### config.mk
export PLATFORM = sky130hd
export DESIGN_NAME = rcc_reset_cause_capture
export DESIGN_NICKNAME = d
export VERILOG_FILES = /design/src/core/rcc_pkg.sv /design/src/core/rcc_reset_cause_capture.sv
export SDC_FILE = /design/constraint.sdc
export NUM_CORES = 1
export LEC_CHECK = 0
export ABC_AREA = 1
export BUFFER_PORTS_ARGS = -buffer_cell sky130_fd_sc_hd__buf_2
export CORE_ASPECT_RATIO = 0.5
export CORE_MARGIN = 4
export CORE_UTILIZATION = 40
export DETAILED_ROUTE_END_ITERATION = 6
export MAX_ROUTING_LAYER = met4
export PLACE_DENSITY_LB_ADDON = 0.15
export SLEW_MARGIN = 10
export SYNTH_ARGS = -nofsm -noshare
export SYNTH_HDL_FRONTEND = slang
export SYNTH_SLANG_ARGS = --single-unit
### constraint.sdc
create_clock -name clock -period 1.9 [get_ports clock]
set_clock_uncertainty 0.15 [all_clocks]
set_input_delay 0.19 -clock clock [delete_from_list [all_inputs] [get_ports clock]]
set_output_delay 0.19 -clock clock [all_outputs]
set_load 0.01 [all_outputs]
### src/core/rcc_pkg.sv
// Constants and types shared by the reset-cause capture block
package rcc_pkg;

    // ------------------------------------------------------------
    // Register location
    // ------------------------------------------------------------
    localparam logic [7:0] RCC_REG_ADDR  = 8'hef;
    localparam logic [7:0] RCC_REG_PAGE  = 8'h00;

    // ------------------------------------------------------------
    // Bit positions of the cause register
    // ------------------------------------------------------------
    localparam int RCC_BIT_RTC   = 7;
    localparam int RCC_BIT_FLASH = 6;
    localparam int RCC_BIT_CMP   = 5;
    localparam int RCC_BIT_SW    = 4;
    localparam int RCC_BIT_WDT   = 3;
    localparam int RCC_BIT_MCD   = 2;
    localparam int RCC_BIT_PWR   = 1;
    localparam int RCC_BIT_PIN   = 0;

    // Writable enable bits, and sources that can never be disabled
    localparam logic [7:0] RCC_EN_MASK    = 8'ha6;
    localparam logic [7:0] RCC_ALWAYS_ON  = 8'h49;
    localparam logic [7:0] RCC_EN_RESET   = 8'h00;
    localparam logic [7:0] RCC_FLAG_POR   = 8'h02;
    localparam logic [7:0] RCC_ZERO8      = 8'h00;

    // ------------------------------------------------------------
    // Timing
    // ------------------------------------------------------------
    localparam int RCC_CLK_PERIOD_NS = 20;
    localparam int RCC_HOLD_NS       = 200;
    localparam int RCC_HOLD_CYC_INT  =
        (RCC_HOLD_NS + RCC_CLK_PERIOD_NS - 1) / RCC_CLK_PERIOD_NS;
    localparam logic [3:0] RCC_HOLD_CYC  = 4'(RCC_HOLD_CYC_INT);
    localparam logic [3:0] RCC_HOLD_LAST = 4'(RCC_HOLD_CYC_INT - 1);
    localparam logic [3:0] RCC_CNT_ZERO  = 4'h0;
    localparam logic [3:0] RCC_CNT_ONE   = 4'h1;

    // ------------------------------------------------------------
    // Types
    // ------------------------------------------------------------
    typedef enum logic [0:0] {
        RCC_ST_RUN  = 1'b0,
        RCC_ST_HOLD = 1'b1
    } rcc_state_t;

    typedef struct packed {
        logic       wr;
        logic       rd;
        logic [7:0] page;
        logic [7:0] addr;
        logic [7:0] wdata;
    } rcc_sfr_req_t;

endpackage

### src/core/rcc_reset_cause_capture.sv
// Reset-cause register with source enables and system reset request
`timescale 1ns/1ps
module rcc_reset_cause_capture
    import rcc_pkg::*;
(
    // Clock and reset
    input  wire logic         clock,
    input  wire logic         rst,
    // Special-function register access
    input  wire rcc_sfr_req_t sfrReq,
    output logic [7:0]        sfrRdata,
    // Reset sources, asynchronous levels
    input  wire logic         rtcFault,
    input  wire logic         flashFault,
    input  wire logic         cmpTrip,
    input  wire logic         wdtOverflow,
    input  wire logic         missingClock,
    input  wire logic         supplyLow,
    input  wire logic         supplyStable,
    input  wire logic         extPinReset,
    // System reset request
    output logic              sysResetOut
);

    // ------------------------------------------------------------
    // Input synchronisers
    // ------------------------------------------------------------
    logic [7:0] rawIn;
    logic [7:0] syncA_ff;
    logic [7:0] syncB_ff;
    logic [7:0] syncC_ff;
    logic [7:0] level_ff;
    logic [2:0] stabSync_ff;
    logic       stable_ff;

    // Bit 4 has no outside source; it only comes from a register write
    assign rawIn = {rtcFault, flashFault, cmpTrip, 1'b0,
                    wdtOverflow, missingClock, supplyLow, extPinReset};

    genvar gi;
    generate
        for (gi = 0; gi < 8; gi++)
        begin : g_sync
            always_ff @(posedge clock)
            begin
                if (rst)
                begin
                    syncA_ff[gi] <= 1'b0;
                    syncB_ff[gi] <= 1'b0;
                    syncC_ff[gi] <= 1'b0;
                    level_ff[gi] <= 1'b0;
                end
                else
                begin
                    syncA_ff[gi] <= rawIn[gi];
                    syncB_ff[gi] <= syncA_ff[gi];
                    syncC_ff[gi] <= syncB_ff[gi];
                    // Only a level seen twice in a row is believed
                    if (syncB_ff[gi] == syncC_ff[gi])
                        level_ff[gi] <= syncC_ff[gi];
                end
            end
        end
    endgenerate

    always_ff @(posedge clock)
    begin
        if (rst)
        begin
            stabSync_ff <= 3'h0;
            stable_ff   <= 1'b0;
        end
        else
        begin
            stabSync_ff <= {stabSync_ff[1:0], supplyStable};
            if (stabSync_ff[1] == stabSync_ff[2])
                stable_ff <= stabSync_ff[2];
        end
    end

    // ------------------------------------------------------------
    // Register access decode
    // ------------------------------------------------------------
    rcc_state_t state_ff;
    rcc_state_t nxt_state;
    logic [7:0] enable_ff;
    logic [7:0] flags_ff;
    logic [7:0] nxt_flags;
    logic [3:0] holdCnt_ff;
    logic [7:0] rdata_ff;
    logic [7:0] armed;
    logic [7:0] gated;
    logic       hit;
    logic       regWrite;
    logic       swForce;
    logic       unsafePwr;

    always_comb
    begin
        if ((sfrReq.addr == RCC_REG_ADDR) && (sfrReq.page == RCC_REG_PAGE))
            hit = 1'b1;
        else
            hit = 1'b0;
    end

    // Writes are ignored while the system is held in reset
    assign regWrite  = hit && sfrReq.wr && (state_ff == RCC_ST_RUN);
    assign swForce   = regWrite && sfrReq.wdata[RCC_BIT_SW];
    assign unsafePwr = regWrite && sfrReq.wdata[RCC_BIT_PWR] && !stable_ff;

    // Disabled sources are masked; flash, watchdog and pin always reset
    assign armed = enable_ff | RCC_ALWAYS_ON;
    assign gated = level_ff & armed;

    // ------------------------------------------------------------
    // Cause selection: power wins, else the lowest set bit
    // ------------------------------------------------------------
    always_comb
    begin
        nxt_flags = RCC_ZERO8;
        nxt_state = state_ff;
        case (state_ff)
            RCC_ST_RUN:
            begin
                if (gated[RCC_BIT_PWR] || unsafePwr)
                    nxt_flags[RCC_BIT_PWR] = 1'b1;
                else if (gated != RCC_ZERO8)
                begin
                    for (int i = 7; i >= 0; i--)
                    begin
                        if (gated[i])
                        begin
                            nxt_flags = RCC_ZERO8;
                            nxt_flags[i] = 1'b1;
                        end
                    end
                end
                else if (swForce)
                    nxt_flags[RCC_BIT_SW] = 1'b1;
                if (nxt_flags != RCC_ZERO8)
                    nxt_state = RCC_ST_HOLD;
            end
            RCC_ST_HOLD:
            begin
                if (holdCnt_ff == RCC_HOLD_LAST)
                    nxt_state = RCC_ST_RUN;
            end
            default:
                nxt_state = RCC_ST_RUN;
        endcase
    end

    // ------------------------------------------------------------
    // Sequencer state and hold counter
    // ------------------------------------------------------------
    always_ff @(posedge clock)
    begin
        if (rst)
        begin
            state_ff   <= RCC_ST_RUN;
            holdCnt_ff <= RCC_CNT_ZERO;
        end
        else
        begin
            state_ff <= nxt_state;
            if (state_ff == RCC_ST_HOLD)
                holdCnt_ff <= holdCnt_ff + RCC_CNT_ONE;
            else
                holdCnt_ff <= RCC_CNT_ZERO;
        end
    end

    assign sysResetOut = (state_ff == RCC_ST_HOLD);

    // ------------------------------------------------------------
    // Cause flags: replaced whole on every reset, never by a write
    // ------------------------------------------------------------
    always_ff @(posedge clock)
    begin
        if (rst)
            flags_ff <= RCC_FLAG_POR;
        else if (nxt_flags != RCC_ZERO8)
            flags_ff <= nxt_flags;
    end

    // ------------------------------------------------------------
    // Enables: a whole-byte write only touches the enable bits
    // ------------------------------------------------------------
    always_ff @(posedge clock)
    begin
        if (rst)
            enable_ff <= RCC_EN_RESET;
        else if (regWrite)
            enable_ff <= sfrReq.wdata & RCC_EN_MASK;
    end

    // ------------------------------------------------------------
    // Read data, one cycle after the strobe
    // ------------------------------------------------------------
    always_ff @(posedge clock)
    begin
        if (rst)
            rdata_ff <= RCC_ZERO8;
        else if (sfrReq.rd && hit)
            rdata_ff <= flags_ff;
        else if (sfrReq.rd)
            rdata_ff <= RCC_ZERO8;
    end

    assign sfrRdata = rdata_ff;
endmodule // rcc_reset_cause_capture

==> flow_summary.ini, run 1 <==
[critical_path]
cp_max_fo = 9
startpoint_type = flop
reg2reg_depth = 11
arrival_ns = 1.70
worstSetupPathType = reg -> reg
cp-end-kind = flop
worstPathRequired_ns = 1.97

[global_routing]
use_met3 = 0.0576
grt_busiest_layer = met2
use_met1 = 0.170
first_global_vias = 1658
grt_overflow_total = 0
use_met2 = 0.232
grt_pass1_wl_mm = 7.51
antenna_found_initial = 0
grt_max_degree = 30
gr-usage-all-layers = 0.149

[cells_and_area]
n_antenna_cell = 0
fillers = 488
area_growth_pct = 28.9
instances_no_fill = 414
layout-drive-gt1-share = 0.212
fin_nets = 377

[detailed_routing]
wire_per_inst_um = 10.5
ant_nets = 0
drt_iter0_drc = 96
first_pass_iters = 4
vias_per_cell = 4.46
wl_mm = 4.34
drc = 0
vias = 1845

[worst_hold_path]
hold_depth = 2
hold_path_class = in -> reg

[power_and_ir_drop]
switching_share = 0.207
vdd.ir_drop.worst_mv = 0.460
combPwrFrac = 0.044
p_sw_mw = 0.534
power_frac_clock = 0.481
power_density_nw_per_um2 = 918
finalPower_mw = 2.58
intPower_mw = 2.05
power.leakage_nw = 1.28
power_frac_seq = 0.475

[run]
cap_viol_max_count = 0

[place]
gp_congestion = 0.825
numPortBuffers = 41
place_ws_ns = 0.222
dp.cells = 386
dp_hpwl_mm = 3.11

[die]
die_h_um = 60.2
start_util = 0.428
die_w_um = 112
num_rows = 18
io_pins = 45
die_area_um2 = 6770
core_um2 = 5090

[sta]
holdWs_ns = 0.0635
fin_crit_ns = 1.63
hold_violations = 0
finalSetupViolCount = 0
fin_tns_setup_ns = 0
finalCritPeriodShare = 0.860
tightest_slew_ns = 0.463
max_freq_mhz = 612
grt_setup_unrepaired = no
slew_headroom = 0.691
slew_violations = 0
worst_slack_ns = 0.265

[clocking]
cts.clk_slew.worst_paths_ns = 0.07
cts_tree = built
cts_buffers = 9
cts_root_buf = clkbuf_8
clockBufferDepth = 2
clk_latency_ns = 0.33
post_cts_resized = 0
cts_num_sinks = 57
h-tree-depth = 3

[synthesis]
synth_compound_area_frac = 0.101
synthAdderAreaFrac = 0.0115
synthXorXnorAreaFrac = 0.00402
syn_area_um2 = 2180
synth_top_family_by_area = simple AND/OR/NAND/NOR gates
yosysSeqAreaShare = 0.523
yosys_warnings = 0
synthSimpleGateAreaFrac = 0.268
synth_cell_types = 24
syn-mean-instance-area_um2 = 7.84
synth_cells = 278
ys_seq_elements = 57
synth_mux_area_frac = 0
syn_nets = 316

[status]
outcome = finished, final reports clean
[layout make-up]
| type | count | area [µm²] | share of cell area |
|---|---|---|---|
| Clock buffer | 11 | 141 | 0.0503 |
| Clock inverter | 5 | 78.8 | 0.0280 |
| Inverter | 48 | 183 | 0.0650 |
| Multi-Input combinational cell | 168 | 838 | 0.298 |
| Sequential cell | 57 | 1140 | 0.406 |
| Tap cell | 70 | 87.6 | 0.0312 |
| Timing Repair Buffer | 55 | 340 | 0.121 |
[worst paths after layout]
path	from	endpoint	slack, ns
hold reg to reg	stabSync_ff[0]	stabSync_ff[1]	0.25
setup reg to reg	level_ff[1]	sysResetOut	0.27
hold / removal	rst	stabSync_ff[1]	0.06
setup / recovery	level_ff[1]	sysResetOut	0.27
[registers in the layout, summed over array words and instances, names as in the netlist]
name,cells
sysResetOut,1
syncB_ff,7
holdCnt_ff,4
sfrRdata,8
stabSync_ff,3
level_ff,7
flags_ff,8
syncA_ff,7
syncC_ff,7
enable_ff,4
stable_ff,1
[layer usage]
metal,vias up,part of all wire
li1,1003,-
met1,798,0.47
met2,39,0.46
met3,5,0.054
met4,0,0.013
met5,-,0
[timing repair]
action	CTS	global route
buffers inserted	0	0
hold buffers	12	0
hold endpoints to repair	12	0
[worst max-delay path: stages (launching register included)]
cell     delay (ns)
dfxtp_1        0.40
nand2_4        0.11
nand3_2        0.10
nor2_4         0.05
nand3_1        0.07
nand2_1        0.05
inv_1          0.05
nand4_1        0.10
nand2_2        0.17
nand3_1        0.09
a21oi_1        0.13
nor2_1         0.05
[logic make-up (layout without fill, tap and decap cells)]
family / Yosys count / count (layout)
and+or+nand+nor: 125 / 125
DFF: 57 / 57
buffers and inverters: 53 / 119
AOI/OAI and AO/OA: 40 / 40
adders and majority gates: 2 / 2
xor gates and xnor gates: 1 / 1
[cells in the final DEF, fill, tap and decap left out, drive strengths merged]
master / synthesis / layout
nor2: 58 / 58
dfxtp: 57 / 57
inv: 47 / 47
buf: 0 / 43
nand2: 43 / 43
a21oi: 27 / 27
nand4: 14 / 14
dlygate4sd3: 0 / 12
clkbuf: 5 / 11
nand3: 9 / 9
o21ai: 8 / 8
clkinv: 1 / 4
a211oi: 3 / 3
ha: 2 / 2
bufinv: 0 / 2
o2111ai: 1 / 1
o21bai: 1 / 1
nor3: 1 / 1
xnor2: 1 / 1
[per-stage QoR]
| step | util | instance area, µm² |
|---|---|---|
| 3_5_place_dp | 0.485 | 2470 |
| 6_report | 0.552 | 2810 |
| 2_1_floorplan | - | 2180 |
| 5_1_grt | 0.552 | 2810 |
| 3_3_place_gp | 0.485 | 2470 |
| 4_1_cts | 0.552 | 2810 |
[Yosys cell counts]
cell       instances  area (µm²)
nand2_4            1        11.3
clkbuf_1           5        18.8
a211oi_1           3        22.5
xnor2_1            1        8.76
nor3_2             1        10.0
nand4_4            1        21.3
inv_1             45         169
nand3_2            3        30.0
nor2_2             1        6.26
nand2_1           39         146
ha_1               2        25.0
nor2_1            55         206
nand3_1            6        30.0
inv_4              1        6.26
nand2_2            3        18.8
clkinv_1           1        3.75
nor2_4             2        22.5
inv_2              1        3.75
dfxtp_1           57        1140
o2111ai_2          1        15.0
o21bai_1           1        7.51
a21oi_1           27         135
nand4_1           13        81.3
o21ai_0            8        40.0
[power by group through the flow]
stage,combinational (mW),sequential [mW],clock (mW)
6_report,0.114,1.23,1.24
5_1_grt,0.130,1.23,1.34
4_1_cts,0.116,1.23,1.27
3_5_place_dp,0.0975,1.25,0
3_3_place_gp,0.0930,1.25,0
2_1_floorplan,0.0512,1.25,0
(Power assumes the default switching activity.)
==> inputs of run 2 (changes only) <==
Settings changed: CELL_PAD_IN_SITES_DETAIL_PLACEMENT set to 1, CELL_PAD_IN_SITES_GLOBAL_PLACEMENT set to 2, CORE_UTILIZATION 40 to 30.
==> flow_summary.ini, run 2 (synthesized netlist as in run 1, its figures left out) <==
[status]
outcome = finished, final reports clean

[global_routing]
grt_overflow_total = 0
first_global_vias = 1884
gr-usage-all-layers = 0.134
grt_max_degree = 45
grt_pass1_wl_mm = 8.73
antenna_found_initial = 0

[power_and_ir_drop]
power_frac_seq = 0.426
switching_share = 0.197
intPower_mw = 2.32
combPwrFrac = 0.040
p_sw_mw = 0.568
power.leakage_nw = 1.31
power_density_nw_per_um2 = 994
vdd.ir_drop.worst_mv = 0.514
finalPower_mw = 2.89
power_frac_clock = 0.534

[sta]
worst_slack_ns = 0.240
max_freq_mhz = 602
tightest_slew_ns = 0.455
grt_setup_unrepaired = no
holdWs_ns = 0.0161
hold_violations = 0
finalSetupViolCount = 0
slew_violations = 0
fin_crit_ns = 1.66
fin_tns_setup_ns = 0
finalCritPeriodShare = 0.874
slew_headroom = 0.696

[detailed_routing]
drc = 0
first_pass_iters = 4
ant_nets = 0
vias = 1885
wire_per_inst_um = 11.6
drt_iter0_drc = 67
wl_mm = 5.06
vias_per_cell = 4.32

[cells_and_area]
fin_nets = 377
n_antenna_cell = 0
layout-drive-gt1-share = 0.209
multi_input_area_um2 = 838
fin_util = 0.424
regArea_um2 = 1140
final_cell_mix = dfxtp_1, nor2_1, inv_1
fillers = 851
design_area_um2 = 2910
final_common_cell = dfxtp_1
instances_no_fill = 436
area_growth_pct = 33.2

[die]
die_h_um = 68.3
core_um2 = 6860
die_w_um = 129
start_util = 0.318
num_rows = 21
io_pins = 45
die_area_um2 = 8780

[critical_path]
cp_max_fo = 9
reg2reg_slack_ns = 0.24
slowest_delay_ns = 0.40
rr_startpoint = level_ff[1]
cp_top_family = simple AND/OR/NAND/NOR gates
reg2reg_depth = 11
arrival_ns = 1.70
cp_num_cells = 11
slowest_stage = dfxtp_1
path_cells = nand2_4, nand3_2, nor2_4, nand3_1, nand2_1, inv_1, nand4_1, nand2_2, nand3_1, a21oi_1, nor2_1
crit_end = sysResetOut
worstPathRequired_ns = 1.94
worstSetupPathType = reg -> reg
path_common_cell = nand3_1
cp-end-kind = flop
reg2reg_to = sysResetOut
startpoint_type = flop
worst-path-buf-inv = 1
crit_start = level_ff[1]

[clocking]
h-tree-depth = 3
cts_buffers = 9
post_cts_resized = 0
hold_buffers = 11
cts_tree = built
post_cts_buffers = 0
cts_root_buf = clkbuf_16
clk_latency_ns = 0.32
clockBufferDepth = 2
cts.clk_slew.worst_paths_ns = 0.05
cts_num_sinks = 57

[worst_hold_path]
hold_start = sfrReq[1]
hold_path_class = in -> reg

[place]
place_ws_ns = 0.204
dp.cells = 409
numPortBuffers = 41
dpl_cell_area_um2 = 2500
dp_hpwl_mm = 3.70
gp_congestion = 0.733

[run]
cap_viol_max_count = 0
## run 2: worst register-to-register path: cells and delay by family, from the launching register on
| kind | cells | cell delay, ns |
|---|---|---|
| flops | 1 | 0.40 |
| simple gates | 9 | 0.80 |
| compound gates | 1 | 0.13 |
| buf+inv | 1 | 0.04 |
## run 2: worst min-delay path by stage
stage                                end  slack (ns)  cells after the start
final                       enable_ff[1]        0.02                      3
after global routing        enable_ff[1]        0.02                      3
after CTS                   enable_ff[1]       0.008                      3
after detailed placement     syncB_ff[2]        0.25                      2
after global placement       syncA_ff[0]        0.24                      3
after floorplan           stabSync_ff[0]        0.15                      2
## run 2: cell type report
| cell class | count | share of cell area |
|---|---|---|
| repair buffers | 55 | 0.116 |
| well taps | 92 | 0.0396 |
| clock buffers | 13 | 0.0861 |
| clock inverters | 3 | 0.0138 |
| multi-input cells | 168 | 0.289 |
| flip-flops and latches | 57 | 0.393 |
| inverters | 48 | 0.0629 |
## run 2: layer usage
layer  vias to the layer above  GRT usage  wire (µm)  part of all wire
met5                         -          -          0                 0
met4                         0     0.0510         57             0.011
met3                         7     0.0491        229             0.045
met2                        23      0.213       2350              0.46
met1                       857      0.158       2430              0.48
li1                        998          -          -                 -
## run 2: power groups by stage
stage,Clock [mW],Sequential (mW),Combinational (mW)
4_1_cts,1.59,1.23,0.118
3_3_place_gp,0,1.25,0.0950
5_1_grt,1.65,1.23,0.135
6_report,1.54,1.23,0.115
3_5_place_dp,0,1.25,0.100
2_1_floorplan,0,1.25,0.0512
==> inputs of run 3 (changes only) <==
Settings changed: CORE_MARGIN 4 to unset, CORE_UTILIZATION 30 to 33, TNS_END_PERCENT set to 30.
Clock period 1.9 ns to 2.1 ns, I/O delays scaled along.
==> flow_summary.ini, run 3 (synthesized netlist as in run 1, its figures left out) <==
[power_and_ir_drop]
combPwrFrac = 0.040
power.leakage_nw = 1.29
vdd.ir_drop.worst_mv = 0.434
power_frac_seq = 0.431
p_sw_mw = 0.527
power_frac_clock = 0.530
switching_share = 0.204
power_density_nw_per_um2 = 896
intPower_mw = 2.06

[cells_and_area]
final_common_cell = dfxtp_1
fillers = 778
final_cell_mix = dfxtp_1, nor2_1, inv_1
layout-drive-gt1-share = 0.211
fin_nets = 375
design_area_um2 = 2880
n_antenna_cell = 0
area_growth_pct = 32.1

[critical_path]
cp_max_fo = 9
rr_startpoint = sysResetOut
reg2reg_slack_ns = 0.45
reg2reg_depth = 8
startpoint_type = flop
reg2reg_to = sysResetOut
cp-end-kind = flop
worstSetupPathType = reg -> reg
arrival_ns = 1.68
worstPathRequired_ns = 2.14

[place]
dp_hpwl_mm = 3.42
dpl_cell_area_um2 = 2480
place_ws_ns = 0.359
numPortBuffers = 41
gp_congestion = 0.726

[die]
num_rows = 20
start_util = 0.350
die_h_um = 59.5
die_w_um = 117
io_pins = 45
die_area_um2 = 6960
core_um2 = 6230

[clocking]
post_cts_buffers = 0
cts_tree = built
clk_latency_ns = 0.32
h-tree-depth = 3
cts_num_sinks = 57
clockBufferDepth = 2
hold_buffers = 11
cts.clk_slew.worst_paths_ns = 0.05
cts_root_buf = clkbuf_16
post_cts_resized = 0
cts_buffers = 9

[detailed_routing]
wire_per_inst_um = 11.5
drc = 0
first_pass_iters = 4
drt_iter0_drc = 50
ant_nets = 0
vias_per_cell = 4.45
wl_mm = 4.93
vias = 1907

[sta]
slew_headroom = 0.693
fin_tns_setup_ns = 0
finalSetupViolCount = 0
grt_setup_unrepaired = no
max_freq_mhz = 608
slew_violations = 0
worst_slack_ns = 0.455
fin_crit_ns = 1.65
tightest_slew_ns = 0.461
holdWs_ns = 0.0536
finalCritPeriodShare = 0.783
hold_violations = 0

[global_routing]
grt_pass1_wl_mm = 8.10
grt_overflow_total = 0
gr-usage-all-layers = 0.163
antenna_found_initial = 0
first_global_vias = 1812
grt_max_degree = 45

[worst_hold_path]
hold_start = sfrReq[1]
holdPathEnd = enable_ff[1]
hold_path_class = in -> reg
hold_depth = 3

[status]
outcome = finished, final reports clean

[run]
cap_viol_max_count = 0
[run 3: cell types whose count changed in the layout (fill, tap and decap cells not counted), sizes merged]
cell / delta
clkbuf: -4
buf: -2
clkinvlp: +2
clkinv: +1
[run 3: cell type report]
type	instances	area (µm²)	share of cell area
flip-flops and latches	57	1140	0.396
clock buffers	9	225	0.0782
inverters	48	183	0.0634
clock inverters	6	60.1	0.0209
well taps	88	110	0.0382
multi-input cells	168	838	0.291
repair buffers	53	323	0.112
[run 3: worst max-delay path by stage]
stage                            from           to  slack, ns  cells past startpoint
after floorplan           sysResetOut  sysResetOut       0.60                      8
after global placement     sfrReq[16]  sysResetOut       0.41                     13
after detailed placement   sfrReq[12]  sfrRdata[5]       0.36                     10
after CTS                 level_ff[1]  sysResetOut       0.44                     11
after global routing      level_ff[1]  sysResetOut       0.24                     11
final                     sysResetOut  sysResetOut       0.45                      8
[run 3: worst max-delay path, stage by stage, from the launching register on]
cell	delay [ns]
dfxtp_1	0.38
nor2_1	0.26
nand4_4	0.18
nand3_2	0.14
nand2_2	0.07
inv_4	0.10
nand3_1	0.08
a21oi_1	0.13
nor2_1	0.05
[run 3: power by group through the flow]
stage          Clock (mW)  Sequential (mW)  Combinational (mW)
2_1_floorplan           0             1.13              0.0463
3_3_place_gp            0             1.13              0.0847
3_5_place_dp            0             1.13              0.0891
4_1_cts              1.41             1.11               0.105
5_1_grt              1.46             1.11               0.118
6_report             1.37             1.11               0.103
[run 3: per-stage QoR]
stage / power, mW / cells / util
floorplan: 1.18 / 278 / -
detailed placement: 1.22 / 403 / 0.399
finish: 2.58 / 429 / 0.462
CTS: 2.63 / 429 / 0.462
global placement: 1.22 / 403 / 0.399
global route: 2.69 / 429 / 0.462
[run 3: per-layer routing]
metal,track usage,vias up,share of wire
li1,-,998,-
met4,0.0759,0,0.013
met3,0.0532,8,0.049
met5,-,-,0
met1,0.181,861,0.49
met2,0.271,40,0.45
